**src/common/snp_pkg.sv**
```systemverilog
// constants, field layout and carrier types of the serial byte port
// assumes: compiled before every design file that names it
package snp_pkg;

    // ----------
    // address/command bytes
    // ----------
    localparam logic [7:0] AC_READ_RX    = 8'h74;
    localparam logic [7:0] AC_WRITE_TX   = 8'h75;
    localparam logic [7:0] AC_WRITE_GAIN = 8'h76;
    localparam logic [7:0] AC_DEV2_OFS   = 8'h08;  // second device answers base plus this

    // ----------
    // field layout of the level/emphasis byte
    // ----------
    localparam int          GAIN_LEVEL_MSB = 2;
    localparam int          GAIN_EMPH_BIT  = 3;
    localparam logic [2:0]  GAIN_LEVEL_RST = 3'h3;  // 0 dB only while reset is held; after it the level register is output

    // ----------
    // counts
    // ----------
    localparam int          BYTE_BITS     = 8;
    localparam logic [2:0]  LAST_BIT_IDX  = 3'h7;
    localparam logic [2:0]  UNDERRUN_IDX  = 3'h6;   // seventh bit period ends here
    localparam int          SYNC_STAGES   = 2;

    // ----------
    // serial port states, one-hot
    // ----------
    typedef enum logic [4:0] {
        ST_IDLE  = 5'h01,
        ST_ADDR  = 5'h02,
        ST_DATA  = 5'h04,
        ST_REPLY = 5'h08,
        ST_DONE  = 5'h10
    } snp_port_state_type;

    typedef enum logic [1:0] {
        TGT_TX   = 2'h1,
        TGT_GAIN = 2'h2
    } snp_target_type;

    // one-cycle event pulses toward the interrupt logic
    typedef struct packed {
        logic rx_ready;
        logic rx_overrun;
        logic tx_ready;
        logic tx_underrun;
        logic tx_refused;
    } snp_event_type;

    // transmit level and emphasis toward the analog stage
    typedef struct packed {
        logic [2:0] level;
        logic       boost;
    } snp_level_type;

endpackage : snp_pkg

```
**src/logic/snp_nrz_byte_port.sv**
```systemverilog
// serial register port with NRZ receive byte and transmit byte paths
// assumes: rx/tx bit strobes come from baud logic on mclk_in;
// serial pins come from the host and are synchronised here
//
// Operation
// - rx byte ready event every 8 bits
// - unread byte overwritten raises overrun event
// - read command returns one rx reply byte
// - first received bit is first replied
// - rx byte and level registers untouched by reset
// - tx command loads byte into buffer
// - tx bits sent in host order, uninverted
// - first byte starts tx, ready event
// - tx ready event every 8 bits sent
// - no byte in 7 bits ends tx
// - gain command writes level register
// - bits 2..0 pick output level
// - bit 3 boosts bit before level change
// - reply bytes shifted out msb first
// - data sampled on serial clock rising edge
// - each byte acted on at last bit
// - either serial clock idle polarity works
module snp_nrz_byte_port #(
    parameter int BUF_DEPTH = 2
) (
    input  wire logic               mclk_in,
    input  wire logic               srst_in,
    // host serial bus pins
    input  wire logic               sclk_in,
    input  wire logic               cs_n_in,
    input  wire logic               cmd_data_in,
    output logic                    reply_data_out,
    output logic                    reply_oe_n_out,
    input  wire logic               dev_sel_in,
    // receive path from the data slicer
    input  wire logic               rx_bit_in,
    input  wire logic               rx_bit_strobe_in,
    // transmit path
    input  wire logic               tx_enable_in,
    input  wire logic               tx_bit_tick_in,
    output logic                    tx_data_out,
    output logic                    tx_active_out,
    output snp_pkg::snp_level_type  tx_level_out,
    output snp_pkg::snp_event_type  events_out
);
    initial begin
        if (BUF_DEPTH < 2) begin
            $error("snp_nrz_byte_port: BUF_DEPTH must be at least 2");
        end
    end
    // ----------
    // pin synchronisers
    // ----------
    logic [3:0] sync1_ff;
    logic [3:0] sync2_ff;
    logic       sclk_prev_ff;
    logic       sclk_s;
    logic       cs_n_s;
    logic       cmd_s;
    logic       sel_s;
    logic       sclk_rise;
    // first stage is read only by the second
    always_ff @(posedge mclk_in) begin
        if (srst_in) begin
            sync1_ff     <= 4'h1;
            sync2_ff     <= 4'h1;
            sclk_prev_ff <= 1'b0;
        end else begin
            sync1_ff     <= {dev_sel_in, cmd_data_in, sclk_in, cs_n_in};
            sync2_ff     <= sync1_ff;
            sclk_prev_ff <= sync2_ff[1];
        end
    end
    assign cs_n_s    = sync2_ff[0];
    assign sclk_s    = sync2_ff[1];
    assign cmd_s     = sync2_ff[2];
    assign sel_s     = sync2_ff[3];
    // only rising edges matter, so an idle-high clock needs no setup
    assign sclk_rise = sclk_s & ~sclk_prev_ff & ~cs_n_s;
    // ----------
    // address decode
    // ----------
    logic [7:0] ofs;
    logic [7:0] ac_rd;
    logic [7:0] ac_tx;
    logic [7:0] ac_gain;
    assign ofs     = sel_s ? snp_pkg::AC_DEV2_OFS : 8'h00;
    assign ac_rd   = snp_pkg::AC_READ_RX | ofs;
    assign ac_tx   = snp_pkg::AC_WRITE_TX | ofs;
    assign ac_gain = snp_pkg::AC_WRITE_GAIN | ofs;
    // ----------
    // serial port state machine
    // ----------
    snp_pkg::snp_port_state_type state_ff;
    snp_pkg::snp_target_type     target_ff;
    logic [2:0]                  bit_cnt_ff;
    logic [7:0]                  cmd_sh_ff;
    logic [7:0]                  cmd_byte;
    logic                        byte_done;
    logic                        rd_take;
    logic                        tx_load;
    logic                        gain_load;
    assign cmd_byte  = {cmd_sh_ff[6:0], cmd_s};
    assign byte_done = sclk_rise && (bit_cnt_ff == snp_pkg::LAST_BIT_IDX);
    // commands fire on their own last bit, not at deselect
    assign rd_take   = byte_done && (state_ff == snp_pkg::ST_ADDR) && (cmd_byte == ac_rd);
    assign tx_load   = byte_done && (state_ff == snp_pkg::ST_DATA) && (target_ff == snp_pkg::TGT_TX);
    assign gain_load = byte_done && (state_ff == snp_pkg::ST_DATA) && (target_ff == snp_pkg::TGT_GAIN);
    // bit counter and command shifter
    always_ff @(posedge mclk_in) begin
        if (srst_in || cs_n_s) begin
            bit_cnt_ff <= 3'h0;
            cmd_sh_ff  <= 8'h00;
        end else if (sclk_rise) begin
            bit_cnt_ff <= bit_cnt_ff + 3'h1;
            cmd_sh_ff  <= cmd_byte;
        end
    end
    // transaction sequencing
    always_ff @(posedge mclk_in) begin
        if (srst_in) begin
            state_ff  <= snp_pkg::ST_IDLE;
            target_ff <= snp_pkg::TGT_TX;
        end else if (cs_n_s) begin
            state_ff  <= snp_pkg::ST_IDLE;
        end else begin
            case (state_ff)
                snp_pkg::ST_IDLE: begin
                    state_ff <= snp_pkg::ST_ADDR;
                end
                snp_pkg::ST_ADDR: begin
                    if (byte_done) begin
                        if (cmd_byte == ac_rd) begin
                            state_ff <= snp_pkg::ST_REPLY;
                        end else if (cmd_byte == ac_tx) begin
                            state_ff  <= snp_pkg::ST_DATA;
                            target_ff <= snp_pkg::TGT_TX;
                        end else if (cmd_byte == ac_gain) begin
                            state_ff  <= snp_pkg::ST_DATA;
                            target_ff <= snp_pkg::TGT_GAIN;
                        end else begin
                            state_ff <= snp_pkg::ST_DONE;  // other addresses are not ours
                        end
                    end
                end
                snp_pkg::ST_DATA, snp_pkg::ST_REPLY: begin
                    if (byte_done) begin
                        state_ff <= snp_pkg::ST_DONE;  // exactly one data or reply byte
                    end
                end
                snp_pkg::ST_DONE: begin
                    state_ff <= snp_pkg::ST_DONE;
                end
                default: begin
                    state_ff <= snp_pkg::ST_IDLE;
                end
            endcase
        end
    end
    // ----------
    // receive byte assembly
    // ----------
    logic [2:0] rx_cnt_ff;
    logic [7:0] rx_sh_ff;
    logic [7:0] rx_byte_ff;
    logic       rx_full_ff;
    logic       rx_done;
    assign rx_done = rx_bit_strobe_in && (rx_cnt_ff == snp_pkg::LAST_BIT_IDX);
    // no byte alignment: every eighth bit closes a byte
    always_ff @(posedge mclk_in) begin
        if (srst_in) begin
            rx_cnt_ff <= 3'h0;
        end else if (rx_bit_strobe_in) begin
            rx_cnt_ff <= rx_cnt_ff + 3'h1;
        end
    end
    // data registers carry no reset and keep contents over it
    always_ff @(posedge mclk_in) begin
        if (rx_bit_strobe_in) begin
            rx_sh_ff <= {rx_sh_ff[6:0], rx_bit_in};
        end
        if (rx_done) begin
            rx_byte_ff <= {rx_sh_ff[6:0], rx_bit_in};
        end
    end
    // unread flag; a new byte wins over a read in the same cycle
    always_ff @(posedge mclk_in) begin
        if (srst_in) begin
            rx_full_ff <= 1'b0;
        end else if (rx_done) begin
            rx_full_ff <= 1'b1;
        end else if (rd_take) begin
            rx_full_ff <= 1'b0;
        end
    end
    // ----------
    // reply shifter
    // ----------
    logic [7:0] reply_sh_ff;
    // msb is presented before the first rising edge and moves after each but the last, where the output is released
    always_ff @(posedge mclk_in) begin
        if (srst_in) begin
            reply_sh_ff    <= 8'h00;
            reply_data_out <= 1'b0;
            reply_oe_n_out <= 1'b1;
        end else if (rd_take) begin
            reply_sh_ff    <= {rx_byte_ff[6:0], 1'b0};
            reply_data_out <= rx_byte_ff[7];
            reply_oe_n_out <= 1'b0;
        end else if (state_ff == snp_pkg::ST_REPLY && !cs_n_s && !byte_done) begin
            if (sclk_rise) begin
                reply_sh_ff    <= {reply_sh_ff[6:0], 1'b0};
                reply_data_out <= reply_sh_ff[7];
            end
        end else begin
            reply_oe_n_out <= 1'b1;
        end
    end
    // ----------
    // level and emphasis register
    // ----------
    logic [2:0] level_ff;
    logic       emph_ff;
    // upper four bits are dropped; code 111 is passed on unchanged
    always_ff @(posedge mclk_in) begin
        if (gain_load) begin
            level_ff <= cmd_byte[snp_pkg::GAIN_LEVEL_MSB:0];
            emph_ff  <= cmd_byte[snp_pkg::GAIN_EMPH_BIT];
        end
    end
    // ----------
    // transmit buffer and serializer
    // ----------
    logic       buf_in_ready;
    logic [7:0] buf_data;
    logic       buf_valid;
    logic       tx_take;
    logic       tx_run_ff;
    logic [2:0] tx_cnt_ff;
    logic [7:0] tx_sh_ff;
    logic       tx_start;
    logic       tx_next;
    logic       tx_starve;
    logic       cur_bit;
    logic       next_bit;
    snp_byte_buffer #(
        .WIDTH (snp_pkg::BYTE_BITS),
        .DEPTH (BUF_DEPTH)
    ) u_tx_buf (
        .mclk_in       (mclk_in),
        .srst_in       (srst_in),
        .in_data_in    (cmd_byte),
        .in_valid_in   (tx_load),
        .in_ready_out  (buf_in_ready),
        .out_data_out  (buf_data),
        .out_valid_out (buf_valid),
        .out_ready_in  (tx_take)
    );
    assign tx_start  = !tx_run_ff && tx_enable_in && buf_valid;
    assign tx_next   = tx_run_ff && tx_bit_tick_in && (tx_cnt_ff == snp_pkg::LAST_BIT_IDX) && buf_valid;
    // starving at the seventh period stops tx before the byte's tail
    assign tx_starve = tx_run_ff && tx_bit_tick_in && (tx_cnt_ff == snp_pkg::UNDERRUN_IDX) && !buf_valid;
    assign tx_take   = tx_start || tx_next;
    assign cur_bit   = tx_take ? buf_data[7] : tx_sh_ff[6];
    assign next_bit  = tx_take ? buf_data[6] :
                       (tx_cnt_ff == snp_pkg::UNDERRUN_IDX) ? buf_data[7] : tx_sh_ff[5];
    // run control and bit position
    always_ff @(posedge mclk_in) begin
        if (srst_in || !tx_enable_in || tx_starve) begin
            tx_run_ff <= 1'b0;
            tx_cnt_ff <= 3'h0;
        end else if (tx_take) begin
            tx_run_ff <= 1'b1;
            tx_cnt_ff <= 3'h0;
        end else if (tx_run_ff && tx_bit_tick_in) begin
            tx_cnt_ff <= tx_cnt_ff + 3'h1;
        end
    end
    // bit shifter, first host bit leaves first, not inverted
    always_ff @(posedge mclk_in) begin
        if (tx_take) begin
            tx_sh_ff <= buf_data;
        end else if (tx_run_ff && tx_bit_tick_in) begin
            tx_sh_ff <= {tx_sh_ff[6:0], 1'b0};
        end
    end
    // line outputs; inactive means the analog stage sits at bias
    always_ff @(posedge mclk_in) begin
        if (srst_in || !tx_enable_in || tx_starve) begin
            tx_data_out   <= 1'b0;
            tx_active_out <= 1'b0;
        end else if (tx_take || (tx_run_ff && tx_bit_tick_in)) begin
            tx_data_out   <= cur_bit;
            tx_active_out <= 1'b1;
        end
    end
    // level and boost; boost only where the following bit differs
    always_ff @(posedge mclk_in) begin
        if (srst_in) begin
            tx_level_out <= '{level: snp_pkg::GAIN_LEVEL_RST, boost: 1'b0};
        end else begin
            tx_level_out.level <= level_ff;
            if (tx_take || (tx_run_ff && tx_bit_tick_in)) begin
                tx_level_out.boost <= emph_ff && (cur_bit != next_bit);
            end else if (!tx_run_ff) begin
                tx_level_out.boost <= 1'b0;
            end
        end
    end
    // ----------
    // event pulses
    // ----------
    always_ff @(posedge mclk_in) begin
        if (srst_in) begin
            events_out <= '0;
        end else begin
            events_out.rx_ready    <= rx_done;
            events_out.rx_overrun  <= rx_done && rx_full_ff;
            events_out.tx_ready    <= tx_take;
            events_out.tx_underrun <= tx_starve;
            events_out.tx_refused  <= tx_load && !buf_in_ready;
        end
    end

endmodule : snp_nrz_byte_port

```
**src/logic/snp_byte_buffer.sv**
```systemverilog
// small first-in first-out buffer with valid/ready on both sides
// assumes: one clock, synchronous active-high reset
module snp_byte_buffer #(
    parameter int WIDTH = 8,
    parameter int DEPTH = 2
) (
    input  wire logic             mclk_in,
    input  wire logic             srst_in,
    input  wire logic [WIDTH-1:0] in_data_in,
    input  wire logic             in_valid_in,
    output logic                  in_ready_out,
    output logic [WIDTH-1:0]      out_data_out,
    output logic                  out_valid_out,
    input  wire logic             out_ready_in
);

    localparam int AW = (DEPTH > 1) ? $clog2(DEPTH) : 1;

    initial begin
        if (DEPTH < 2 || (DEPTH & (DEPTH - 1)) != 0 || WIDTH < 1) begin
            $error("snp_byte_buffer: DEPTH must be a power of two >= 2");
        end
    end

    logic [WIDTH-1:0] mem_ff [DEPTH];
    logic [AW-1:0]    wr_ptr_ff;
    logic [AW-1:0]    rd_ptr_ff;
    logic [AW:0]      count_ff;
    logic             push;
    logic             pop;

    assign in_ready_out  = (count_ff != DEPTH[AW:0]);
    assign out_valid_out = (count_ff != '0);
    assign out_data_out  = mem_ff[rd_ptr_ff];
    assign push          = in_valid_in & in_ready_out;
    assign pop           = out_valid_out & out_ready_in;

    // storage holds no reset: contents are undefined until written
    always_ff @(posedge mclk_in) begin
        if (push) begin
            mem_ff[wr_ptr_ff] <= in_data_in;
        end
    end

    // pointers and fill level
    always_ff @(posedge mclk_in) begin
        if (srst_in) begin
            wr_ptr_ff <= '0;
            rd_ptr_ff <= '0;
            count_ff  <= '0;
        end else begin
            if (push) begin
                wr_ptr_ff <= wr_ptr_ff + 1'b1;
            end
            if (pop) begin
                rd_ptr_ff <= rd_ptr_ff + 1'b1;
            end
            if (push && !pop) begin
                count_ff <= count_ff + 1'b1;
            end else if (pop && !push) begin
                count_ff <= count_ff - 1'b1;
            end
        end
    end

endmodule : snp_byte_buffer

```
**config.mk**
```make
export PLATFORM = sky130hd
export DESIGN_NAME = snp_nrz_byte_port
export DESIGN_NICKNAME = d
export VERILOG_FILES = /design/src/common/snp_pkg.sv /design/src/logic/snp_nrz_byte_port.sv /design/src/logic/snp_byte_buffer.sv
export SDC_FILE = /design/constraint.sdc
export NUM_CORES = 1
export LEC_CHECK = 0
export ABC_AREA = 1
export BUFFER_PORTS_ARGS = -buffer_cell sky130_fd_sc_hd__buf_2
export CAP_MARGIN = 20
export CORE_ASPECT_RATIO = 1.25
export CORE_UTILIZATION = 40
export CTS_CLUSTER_SIZE = 24
export DETAILED_ROUTE_END_ITERATION = 12
export PLACE_DENSITY = 0.57
export REMOVE_ABC_BUFFERS = 1
export SETUP_SLACK_MARGIN = 0.1
export SLEW_MARGIN = 25
export SYNTH_ARGS = -nofsm -noshare
export SYNTH_HDL_FRONTEND = slang
export SYNTH_SLANG_ARGS = --single-unit
```
**constraint.sdc**
```tcl
create_clock -name mclk_in -period 1.9 [get_ports mclk_in]
set_input_delay 0.19 -clock mclk_in [delete_from_list [all_inputs] [get_ports mclk_in]]
set_output_delay 0.19 -clock mclk_in [all_outputs]
set_load 0.03 [all_outputs]
```
# After elaboration in Yosys (flattened, before gate mapping)
# Memories as Yosys holds them, arrays and structs flattened. A register that Yosys moved wholly into a read port is not among the register bits.
# Index checks and enable logic that the tools add are counted.
[totals]
ram_bits = 16
out_inout_bits = 13
reg_bits = 84
word_cells = 145
in_bits = 10
n_memories = 1
[op_classes]
n_eq_ne = 20
add_sub_neg = 7
bitwise = 7
muxes = 32
n_reduce_logical = 47
[mem_list]
columns = ["name", "depth", "word_bits", "read_ports", "rd_ports_with_merged_regs", "write_ports", "line", "source"]
rows = [
  ["u_tx_buf.mem_ff", 2, 8, 1, 1, 1, "snp_byte_buffer.sv:25", "logic [WIDTH-1:0] mem_ff [DEPTH];"],
]
[op_table]
columns = ["operator", "n"]
rows = [
  ["2-to-1 mux 5 bit", 5],
  ["equality test 8 x 7 -> 1 bit", 3],
  ["2-to-1 mux 8 bit", 3],
  ["logical AND 1 bit", 21],
  ["one-hot mux 5 bit (4 select lines)", 1],
  ["2-to-1 mux 1 bit", 16],
  ["2-to-1 mux 7 bit", 2],
  ["nonzero test 2 bit", 7],
  ["equality test 3 bit (second input constant)", 4],
  ["adder 3 x 1 -> 3 bit (second input constant)", 3],
  ["logical NOT 1 bit", 8],
  ["2-to-1 mux 2 bit", 4],
  ["inequality test 2 bit (second input constant)", 4],
  ["OR reduction 2 bit", 3],
  ["equality test 5 x 1 -> 1 bit (second input constant)", 1],
  ["equality test 5 x 2 -> 1 bit (second input constant)", 1],
  ["equality test 5 x 3 -> 1 bit (second input constant)", 1],
  ["equality test 5 x 4 -> 1 bit (second input constant)", 1],
  ["equality test 5 bit (second input constant)", 1],
  ["logical OR 1 bit", 5],
  ["AND reduction 5 bit", 1],
  ["AND 1 bit", 4],
  ["2-to-1 mux 4 bit", 1],
  ["AND reduction 2 bit", 2],
  ["other kinds (8)", 11],
]

# Logic depth before layout (Yosys ltp)
# Gate-level depths: netlist of the first run.
[logic_depth]
depth_word = 11
mapped_depth = 12
ltp_nobuf = 12

# Modules after synthesis
# Synthesis of the first run repeated with hierarchy kept, for this count alone.
[hier_totals]
cells_unflattened = 423
area_unflattened_um2 = 4040.1
[by_module_without_submodules]
columns = ["mod", "n_inst", "cells_per_inst", "area_per_inst_um2", "seq_area_each_um2"]
rows = [
  ["snp_nrz_byte_port", 1, 361, 3214.3, 1861.8],
  ["snp_byte_buffer", 1, 62, 825.8, 580.6],
]

# Least setup slack after synthesis of the first run
# No wires, ideal clock.
[synth_timing]
path_type = "register to register"
from = "register bit_cnt_ff[0]"
to = "memory u_tx_buf.mem_ff[0][0], enable pin"
slack_ns = -0.007
path_stages_with_launch = 9
arrival_time_ns = 1.537
setup_time_ns = 0.370
n_path_buf = 0
required_time_ns = 1.530
synth_period_minus_slack_ns = 1.907
cell_sequence = "dfxtp_1 ha_1 ha_1 nand2_4 nor2_1 nand2_1 a21oi_1 inv_1 nor2_1"
[synth_via]
elab_chain_cells = 7
[synth_lines]
columns = ["element", "line", "source"]
rows = [
  ["from (decl)", "snp_nrz_byte_port.sv:96", "logic [2:0] bit_cnt_ff;"],
  ["from (signal assigned)", "snp_nrz_byte_port.sv:115", "bit_cnt_ff <= bit_cnt_ff + 3'h1;"],
  ["equality test 3 bit", "snp_nrz_byte_port.sv:104", "assign byte_done = sclk_rise && (bit_cnt_ff == snp_pkg::LAST_BIT_IDX);"],
  ["logical AND 1 bit", "snp_nrz_byte_port.sv:104", ""],
  ["logical AND 1 bit (2 in series)", "snp_nrz_byte_port.sv:107", "assign tx_load = byte_done && (state_ff == snp_pkg::ST_DATA) && (target_ff == snp_pkg::TGT_TX);"],
  ["AND 1 bit", "snp_byte_buffer.sv:35", "assign push = in_valid_in & in_ready_out;"],
  ["via u_tx_buf.push", "snp_byte_buffer.sv:29", "logic push;"],
  ["2-to-1 mux 1 bit", "snp_byte_buffer.sv:40", "if (push) begin"],
  ["2-to-1 mux 1 bit (not written as such)", "snp_byte_buffer.sv:41", "mem_ff[wr_ptr_ff] <= in_data_in;"],
  ["to (decl)", "snp_byte_buffer.sv:25", ""],
]
# The timed path passes the listed nets, and every way through them passes these cells.

# Final worst setup path of the first run
[layout_timing]
from = "register tx_cnt_ff[0]"
to = "register u_tx_buf.count_ff[1]"
[layout_via]
elab_chain_cells = 8
elab_cells_between_ends = 10
cone_classes = "eq/ne: 1; mux: 1; bitwise: 1; reduce/logical: 7"
[layout_lines]
columns = ["element", "line", "source"]
rows = [
  ["from (decl)", "snp_nrz_byte_port.sv:239", "logic [2:0] tx_cnt_ff;"],
  ["from (signal assigned)", "snp_nrz_byte_port.sv:276", "tx_cnt_ff <= tx_cnt_ff + 3'h1;"],
  ["equality test 3 bit (*)", "snp_nrz_byte_port.sv:260", "assign tx_next = tx_run_ff && tx_bit_tick_in && (tx_cnt_ff == snp_pkg::LAST_BIT_IDX) && buf_valid;"],
  ["logical AND 1 bit (*) (2 in series)", "snp_nrz_byte_port.sv:260", ""],
  ["logical OR 1 bit (*)", "snp_nrz_byte_port.sv:263", "assign tx_take = tx_start || tx_next;"],
  ["AND 1 bit (*)", "snp_byte_buffer.sv:36", "assign pop = out_valid_out & out_ready_in;"],
  ["logical NOT 1 bit", "snp_byte_buffer.sv:58", "if (push && !pop) begin"],
  ["logical AND 1 bit", "snp_byte_buffer.sv:58", ""],
  ["2-to-1 mux 2 bit or nonzero test 2 bit (tied branches)", "n/a", ""],
  ["to (signal assigned)", "snp_byte_buffer.sv:59", "count_ff <= count_ff + 1'b1;"],
  ["to (signal assigned)", "snp_byte_buffer.sv:61", "count_ff <= count_ff - 1'b1;"],
  ["to (decl)", "snp_byte_buffer.sv:28", "logic [AW:0] count_ff;"],
]
# Every way passes the cells marked *; elsewhere a longest branch is shown, timed or not.
# A chain may end at the register's enable or synchronous reset.

==> results of run 1 <==
[routing by layer]
metal	share of wire, %	track usage [%]	vias up
met5	0	0	-
met4	2.5	8.042	0
met3	2.6	3.467	14
met2	50	26.26	33
met1	45	16.69	1256
li1	-	-	1462
[kinds of logic after synthesis]
| logic type | Yosys count | synth area share, % |
|---|---|---|
| AO/OA/AOI/OAI | 52 | 6.950 |
| XOR/XNOR | 2 | 0.4403 |
| adder cells (fa/ha/maj) | 8 | 2.516 |
| buffers and inverters | 65 | 6.446 |
| flip-flops | 101 | 61.38 |
| AND/OR/NAND/NOR | 196 | 22.26 |
[final timing paths]
| kind | slack, ns | depth (start not counted) | to | startpoint |
|---|---|---|---|---|
| min reg2reg | 0.40 | 2 | sync2_ff[2] | sync1_ff[2] |
| max reg2reg | 0.16 | 10 | u_tx_buf.count_ff[1] | tx_cnt_ff[0] |
| max | 0.16 | 10 | u_tx_buf.count_ff[1] | tx_cnt_ff[0] |
| min | 0.03 | 2 | sync1_ff[0] | cs_n_in |
[cells in the mapped netlist, drive strengths merged (5+ instances only)]
cell / number / share of area, %
a21oi: 23 / 2.9
dfxtp: 59 / 30
ha: 8 / 2.5
nand3: 20 / 2.6
o21ai: 19 / 2.4
inv: 56 / 5.3
nand2: 100 / 10
or2: 5 / 0.79
nor2: 63 / 7.2
a31oi: 7 / 1.1
edfxtp: 42 / 32
buf: 6 / 0.88
[report_power, final]
| group | leakage (nW) | switching, mW | internal [mW] |
|---|---|---|---|
| clock network | 0.155 | 0.771 | 1.16 |
| registers | 0.833 | 0.0292 | 2.31 |
| logic | 1.14 | 0.156 | 0.0833 |
[stage by stage]
stage          std cells  hold WS (ns)  worst slack (ns)  setup TNS (ns)  total power, mW
2_1_floorplan        416        0.2591           -0.1170         -0.9576            2.535
3_3_place_gp         580        0.3727           0.03407               0            2.619
3_5_place_dp         580        0.3770          -0.03015        -0.03015            2.627
4_1_cts              596       0.01688           0.05971               0            4.564
5_1_grt              599       0.01918           0.04021               0            4.706
6_report             599       0.02678            0.1636               0            4.514
[timing repair]
item / CTS / global route
resized for setup: 5 / 18
gates cloned: 0 / 0
setup endpoints to repair: 18 / 29
buffers inserted: 0 / 3
pin swaps: 1 / 8
[layout make-up]
type                    count  area, µm²
fillers                   918       4936
clock inverters             5      82.58
flip-flops and latches    101       2451
clock buffers              11      232.7
well taps                 126      157.7
inverters                  57      214.0
repair buffers             41      256.5
multi-input cells         258       1329
[flip-flops by register name (all words and copies together), names as in the netlist, 5 cells and up, named ones only]
signal           cells
rx_sh_ff             7
reply_sh_ff          7
u_tx_buf.mem_ff     16
cmd_sh_ff            7
rx_byte_ff           8
events_out           5
tx_sh_ff             7
state_ff             5
==> run metrics, run 1 <==
Tcrit/Tclk final=91.39%; max-cap viol count=0; global placer's final weighted congestion=approximately 0.8; Critical Path AT=between 1.5 and 2 ns; relative slew slack=about three quarters; clock sink count=~100; Max Fclk=between 500 and 600 MHz; register bit total from synthesis=roughly 100; crit end category=register; CTS Buf Count=9; die area=0.01035 mm²; Setup crit start kind=register; CP max stage delay=0.33 ns; synth unique cells=29; drt pass-1 iters=4; Cell Area, Synth=slightly below 0.004 mm²; Leak=between 2 and 2.5 nW; Layout Utilization=48.90%; Crit Path Max Fanout=3; maximum vdd drop=567.7 µV; Cell Chain, Critical Path=ha_1 -> ha_1 -> nand3_1 -> nand2_2 -> nand2_1 -> ha_1 -> a21oi_1 -> o21ai_1 -> o21ai_1 -> a21oi_1; slowest cell on the critical path=dfxtp_2; Detailed Route WL=roughly 6.8 mm; YS warnings=0; crit-path most repeated cell=ha_1; Setup Skew=0.006350 ns; total core area=between 0.009 and 0.01 mm²; DP Wirelength=about 4.9 mm; Buf/Inv on CP=0; largest net degree at the start of global routing=17; Clk Latency, worst-skew pair=between 0.3 and 0.4 ns; vias per inst=approximately 4.6; critical path class=reg -> reg; most common cell after layout, fill and taps aside=nand2_1; Die W=between 90 and 100 µm; pins over their slew limit=0; cts hold-fix bufs=0; Initial Util=41.19%; Final Hold Fails=0; most frequent cells in the layout=nand2_1 (91), nor2_1 (58), inv_1 (54), dfxtp_1 (52), edfxtp_1 (42); Cell Rows=40; post-synthesis average cell area=9.384 µm²; Vias=about 2800; Primary FF master, synth=dfxtp_1; Die Y=roughly 110 µm; Clock Path Buffers=2; Clk pin slew, worst setup/hold paths=0.07 ns; grt ovf=0; cell area after layout=0.004723 mm²; unrepaired setup endpoints after global routing=yes; first-pass GRT wire length=~12 mm; Post-synth EDFFs=42; GRT Overall Usage=about 15%; Synth Instances=around 420; DRT iter0 DRCs=approximately 140; Remaining DRCs=0; initial antenna violation count=0; Max H-tree Level=3; Tmin final=between 1.5 and 2 ns; num ports=23; CTS Root Cell=clkbuf_16; DR WL/cell=11.31 µm; nets=~500; Worst Path Required=between 2 and 2.5 ns; setup violators final=0; CTS tree=done; diode count=0; worst min-delay path class=in -> reg; Final ANT Viol Nets=0; status=completed; fraction of registers with async set/reset=0%; sequential area share after synthesis=61.38%; Synth-to-Final Area Change=18.71%; Crit path max-delay family=adder cells; vias in the first global route=2721; placed cell area=0.004324 mm²; share of layout cells above drive strength 1=a little under a fifth; Port Buf Inserts=22; PD cells=roughly 960 mW/mm²; worst-margin pin slew=~0.36 ns
No activity file was read; power rests on OpenSTA's default activity.
==> run 2, diff against run 1 <==
Settings changed: CORE_MARGIN set to 4.
==> run 2 against run 1 <==
  * Sequential power is essentially flat
  * Non-clock buffer count rose by 2
  * Via count increased by 0.58%
  * Global-route usage is 2.0 points lower
  * Count of clock-buffer cells in the layout shrank 2
  * Utilization is 0.49 points higher
  * Clock power up 9.8%
  * Flip-flop and latch count unchanged
  * First-iteration DRC count is 17% lower
  * Critical endpoint unchanged
  * Highest routed layer unchanged
==> run metrics, run 2 (synthesis gave the netlist of run 1 again) <==
most frequent cells in the layout=nand2_1 (91), nor2_1 (57), inv_1 (53), dfxtp_1 (52), edfxtp_1 (42); Worst Path Required=2.13 ns (about the same); Port Buf Inserts=22 (unchanged); nets=488 (+0.41%); Setup crit start kind=register; Tmin final=1.776 ns (+0.03947 ns); DP Wirelength=4.977 mm (+1.8%); Final Hold Fails=0 (unchanged); total core area=0.009659 mm² (unchanged); Detailed Route WL=6.835 mm (+0.89%); placed cell area=0.004324 mm² (unchanged); grt ovf=0 (unchanged); CP max stage delay=0.32 ns (about the same); crit-path most repeated cell=a21oi_2; PD cells=987.0 mW/mm² (+3.3%); worst-margin pin slew=0.3400 ns (-0.02136 ns); setup violators final=0 (unchanged); Vias=2781 (+0.58%); largest net degree at the start of global routing=19 (+2); Cell Rows=40 (unchanged); Die W=97.21 µm (+6.6%); Tcrit/Tclk final=93.47% (+2.1 points); Fill cells=931 (+1.4%); Critical Path AT=2.00 ns (+0.03 ns); Initial Util=41.19% (unchanged); max-cap viol count=0 (unchanged); initial antenna violation count=0 (unchanged); drt pass-1 iters=4 (unchanged); Synth-to-Final Area Change=19.91%; cell area after layout=0.004771 mm² (+1.0%); CTS Buf Count=9 (unchanged); num ports=23 (unchanged); max reg flops=16 (unchanged); Die Y=119.5 µm (+5.3%); Cell Chain, Critical Path=nor2_2 -> nand4_1 -> nor2_4 -> nand2_2 -> a21oi_2 -> ha_1 -> a21oi_2 -> o21ai_2 -> o21ai_1 -> a21oi_1; status=completed; CTS tree=done; clock sink count=101 (unchanged); vias per inst=4.627 (+0.24%); maximum vdd drop=443.9 µV (-22%); GRT Overall Usage=12.94% (-2.0 points); DRT iter0 DRCs=112 (-17%); Max H-tree Level=3 (unchanged); global placer's final weighted congestion=0.7845 (-1.6%); Top Registers=u_tx_buf.mem_ff x16, rx_byte_ff x8; DR WL/cell=11.37 µm (+0.55%); relative slew slack=77.23% (+1.4 points); Max Fclk=563.1 MHz (-2.2%); Leak=2.162 nW (+1.4%); diode count=0 (unchanged); die area=0.01162 mm² (+12%); worst min-delay path class=in -> reg; Clk pin slew, worst setup/hold paths=0.07 ns (about the same); CP startpoint=state_ff[1]; hold_sp=cs_n_in; CTS Root Cell=clkbuf_16; Final ANT Viol Nets=0 (unchanged); Crit Path Max Fanout=3 (unchanged); vias in the first global route=2730 (+0.33%); slowest cell on the critical path=dfxtp_2; Remaining DRCs=0 (unchanged); Largest Register=u_tx_buf.mem_ff; critical path class=reg -> reg; Setup Skew=0.003884 ns (-0.002467 ns); crit end category=register; Clock Path Buffers=2 (unchanged); unrepaired setup endpoints after global routing=yes; Clk Latency, worst-skew pair=0.34 ns (about the same); share of layout cells above drive strength 1=20.00% (+1.6 points); most common cell after layout, fill and taps aside=nand2_1; first-pass GRT wire length=12.19 mm (+1.1%); setup TNS=0 ns (unchanged); Worst R2R Start=state_ff[1]; pins over their slew limit=0 (unchanged)
-- run 2: per-stage QoR --
step	power [mW]	hold slack [ns]	worst slack, ns	std cells	util, %
floorplan	2.535	0.2591	-0.1170	416	-
global placement	2.620	0.3720	0.03603	580	44.77
detailed placement	2.628	0.3749	-0.008722	580	44.77
CTS	4.759	0.01548	0.08490	596	48.48
global route	4.903	0.01907	-0.07243	601	49.39
finish	4.709	0.02850	0.1241	601	49.39
-- run 2: cell type report --
cell class	instances	area, µm²	share of cell area (%)
clock inverter	7	127.6	2.675
sequential	101	2451	51.38
multi-input combinational	258	1324	27.75
inverter	57	214.0	4.485
timing repair buffer	43	271.5	5.691
tap	126	157.7	3.304
clock buffer	9	225.2	4.721
-- run 2: worst paths after layout --
path,end,slack [ns],depth (start not counted)
max reg2reg,u_tx_buf.count_ff[1],0.12,10
max,u_tx_buf.count_ff[1],0.12,10
min,sync1_ff[0],0.03,2
min reg2reg,sync2_ff[3],0.40,2
-- run 2: per-layer routing --
metal,wire [µm],up-vias,track usage (%),part of all wire (%)
li1,-,1460,-,-
met1,2981,1270,14.73,44
met2,3503,39,22.50,51
met3,209,12,3.837,3.1
met4,141,0,5.531,2.1
met5,0,-,0,0
-- run 2: critical path, delay by kind of cell (launching register included) --
kind / cells / cell delay [ns]
simple gates: 4 / 0.58
compound gates: 5 / 0.50
flops: 1 / 0.32
fa+ha+maj: 1 / 0.27
-- run 2: report_power, final --
part	internal, mW	switching [mW]	leakage [nW]
clock network	1.31	0.814	0.173
registers	2.31	0.0291	0.833
logic	0.0866	0.159	1.16
-- run 2: timing repair --
item / 4_1_cts / 5_1_grt
setup endpoints to repair: 17 / 35
gates resized for setup: 5 / 20
hold buffers: 0 / 0
setup buffers: 0 / 5
pin swaps: 0 / 8
==> run 3, diff against run 2 <==
Settings changed: BUFFER_PORTS_ARGS -buffer_cell sky130_fd_sc_hd__buf_2 to not set, DONT_BUFFER_PORTS set to 1, PLACE_DENSITY 0.57 to 0.55.
==> run 3 against run 2 <==
  * Routed wire length rose by 1.5%
  * Final area fell by 2.5%
  * Combinational power fell by 8%
  * Via count fell by 2.8%
  * Clock skew barely moved
  * Worst setup slack improved by 0.025 ns
  * Utilization fell by 1.3 points
  * Total power fell by 6.4%
  * Count of clock-buffer cells in the layout rose by 3
  * Sequential power barely moved
  * Flip-flop and latch count did not move
==> run metrics, run 3 (synthesis gave the netlist of run 1 again) <==
Setup Skew=0.004363 ns (+0.0004790 ns); Max Fclk=571.3 MHz (+1.4%); grt ovf=0 (unchanged); total power=4.406 mW (-6.4%); Fill cells=894 (-4.0%); CP max stage delay=0.32 ns (about the same); Die W=97.21 µm (unchanged); Cell Rows=40 (unchanged); crit end category=register; unrepaired setup endpoints after global routing=yes; Synth-to-Final Area Change=16.86%; initial antenna violation count=0 (unchanged); Crit Path Max Fanout=3 (unchanged); Critical Path AT=1.98 ns (-0.02 ns); Place WS=0.003964 ns (+0.01269 ns); Detailed Route WL=6.939 mm (+1.5%); Clk pwr share=41.4% (-3.7 points); DP Wirelength=4.811 mm (-3.4%); sw frac=21.40% (+0.11 points); internal power=3.463 mW (-6.6%); pins over their slew limit=0 (unchanged); Tcrit/Tclk final=92.13% (-1.3 points); Initial Util=41.19% (unchanged); NetSw=0.9427 mW (-6.0%); clock sink count=101 (unchanged); sequential power share=53.4% (+3.7 points); crit-path most repeated cell=a21oi_2; DRT iter0 DRCs=117 (+4.5%); Max H-tree Level=3 (unchanged); Tmin final=1.751 ns (-0.02535 ns); Die Y=119.5 µm (unchanged); drt pass-1 iters=4 (unchanged); CTS Buf Count=9 (unchanged); largest net degree at the start of global routing=23 (+4); worst-margin pin slew=0.9124 ns (+0.5724 ns); Port Buf Inserts=0 (-100%); Worst Path Required=2.13 ns (about the same); slowest cell on the critical path=dfxtp_2; relative slew slack=38.97% (-38 points); vias in the first global route=2570 (-5.9%); die area=0.01162 mm² (unchanged); fin cells=584 (-2.8%); Cell Chain, Critical Path=nor2_2 -> nand4_1 -> nor2_4 -> nand2_2 -> a21oi_2 -> ha_1 -> a21oi_2 -> o21ai_2 -> o21ai_1 -> a21oi_1; placed insts=557 (-4.0%); most frequent cells in the layout=nand2_1 (91), nor2_1 (58), inv_1 (54), dfxtp_1 (54), edfxtp_1 (42); Comb power frac=5.1% (about the same); total core area=0.009659 mm² (unchanged); vias per inst=4.628 (about the same); GRT Overall Usage=12.62% (-0.32 points); global placer's final weighted congestion=0.7614 (-2.9%); setup violators final=0 (unchanged); nets=471 (-3.5%); setup TNS=0 ns (unchanged); Remaining DRCs=0 (unchanged); status=completed; Clock Path Buffers=2 (unchanged); Setup crit start kind=register; most common cell after layout, fill and taps aside=nand2_1; share of layout cells above drive strength 1=13.76% (-6.2 points); Top Registers=u_tx_buf.mem_ff x16, rx_byte_ff x8; CTS tree=done; Final WS setup=0.1495 ns (+0.02535 ns); max-cap viol count=0 (unchanged); critical path class=reg -> reg; Largest Register=u_tx_buf.mem_ff; maximum vdd drop=424.8 µV (-4.3%); Vias=2703 (-2.8%); CTS Root Cell=clkbuf_16; Final ANT Viol Nets=0 (unchanged); worst min-delay path class=in -> reg; Clk pin slew, worst setup/hold paths=0.07 ns (about the same); max reg flops=16 (unchanged); first-pass GRT wire length=11.65 mm (-4.4%); diode count=0 (unchanged); DR WL/cell=11.88 µm (+4.5%); num ports=23 (unchanged); Clk Latency, worst-skew pair=0.34 ns (about the same); PD cells=947.6 mW/mm² (-4.0%); Leak=2.056 nW (-4.9%); Final Hold Fails=0 (unchanged)
run 3: cell count changes in the layout (fill, tap and decap cells not counted), moves of 2 or more:
cell | previous run | this run
clkbuf_1 | 0 | 2
dlygate4sd3_1 | 0 | 8
buf_2 | 22 | 0
dfxtp_1 | 52 | 54
dfxtp_2 | 7 | 5
bufinv_16 | 3 | 1
buf_4 | 20 | 17
run 3: cell type report:
class / count / area, µm² / share of cell area, %
inverter: 57 / 214.0 / 4.602
timing repair buffer: 26 / 219.0 / 4.709
sequential: 101 / 2449 / 52.66
tap: 126 / 157.7 / 3.391
clock inverter: 4 / 55.05 / 1.184
multi-input combinational: 258 / 1309 / 28.15
clock buffer: 12 / 246.5 / 5.301
run 3: power by group through the flow:
| stage | Sequential (mW) | Combinational [mW] | Clock, mW |
|---|---|---|---|
| floorplan | 2.40 | 0.137 | 0 |
| finish | 2.35 | 0.226 | 1.83 |
| detailed placement | 2.40 | 0.197 | 0 |
| CTS | 2.35 | 0.221 | 1.90 |
| global placement | 2.40 | 0.191 | 0 |
| global route | 2.36 | 0.260 | 1.98 |
run 3: path summary, 6_finish.rpt:
path,depth (start not counted),end,startpoint,slack [ns]
worst max-delay path,10,u_tx_buf.count_ff[1],state_ff[1],0.15
worst min-delay path,2,rx_cnt_ff[1],rx_bit_strobe_in,0.04
worst max register to register,10,u_tx_buf.count_ff[1],state_ff[1],0.15
worst min register to register,2,sync2_ff[3],sync1_ff[3],0.40
run 3: metal layers:
layer,track usage (%),vias to the layer above,part of all wire [%]
met5,0,-,0
met4,6.234,0,2.1
met3,4.070,10,3.7
met2,21.11,35,49
met1,14.53,1231,45
li1,-,1427,-
run 3: what timing repair did:
item | in CTS | in global routing
cloned | 0 | 0
setup endpoints to repair | 9 | 31
endpoints found under the hold margin | 31 | 1
buffers inserted | 0 | 3
gates resized for setup | 5 | 14
pin swaps | 0 | 8
hold buffers | 7 | 1
run 3: critical path, delay by kind of cell (launching register included):
kind	cells	cell delay [ns]
flops	1	0.32
simple gates	4	0.56
fa+ha+maj	1	0.27
compound gates	5	0.49
run 3: per-stage QoR:
| step | hold slack (ns) | utilization, % | cell area, µm² |
|---|---|---|---|
| after floorplan | 0.2591 | - | 3936 |
| after global placement | 0.2661 | 43.55 | 4207 |
| after detailed placement | 0.2673 | 43.55 | 4207 |
| after CTS | 0.0009810 | 47.46 | 4584 |
| after global routing | 0.03368 | 48.13 | 4649 |
| final | 0.03640 | 48.13 | 4649 |
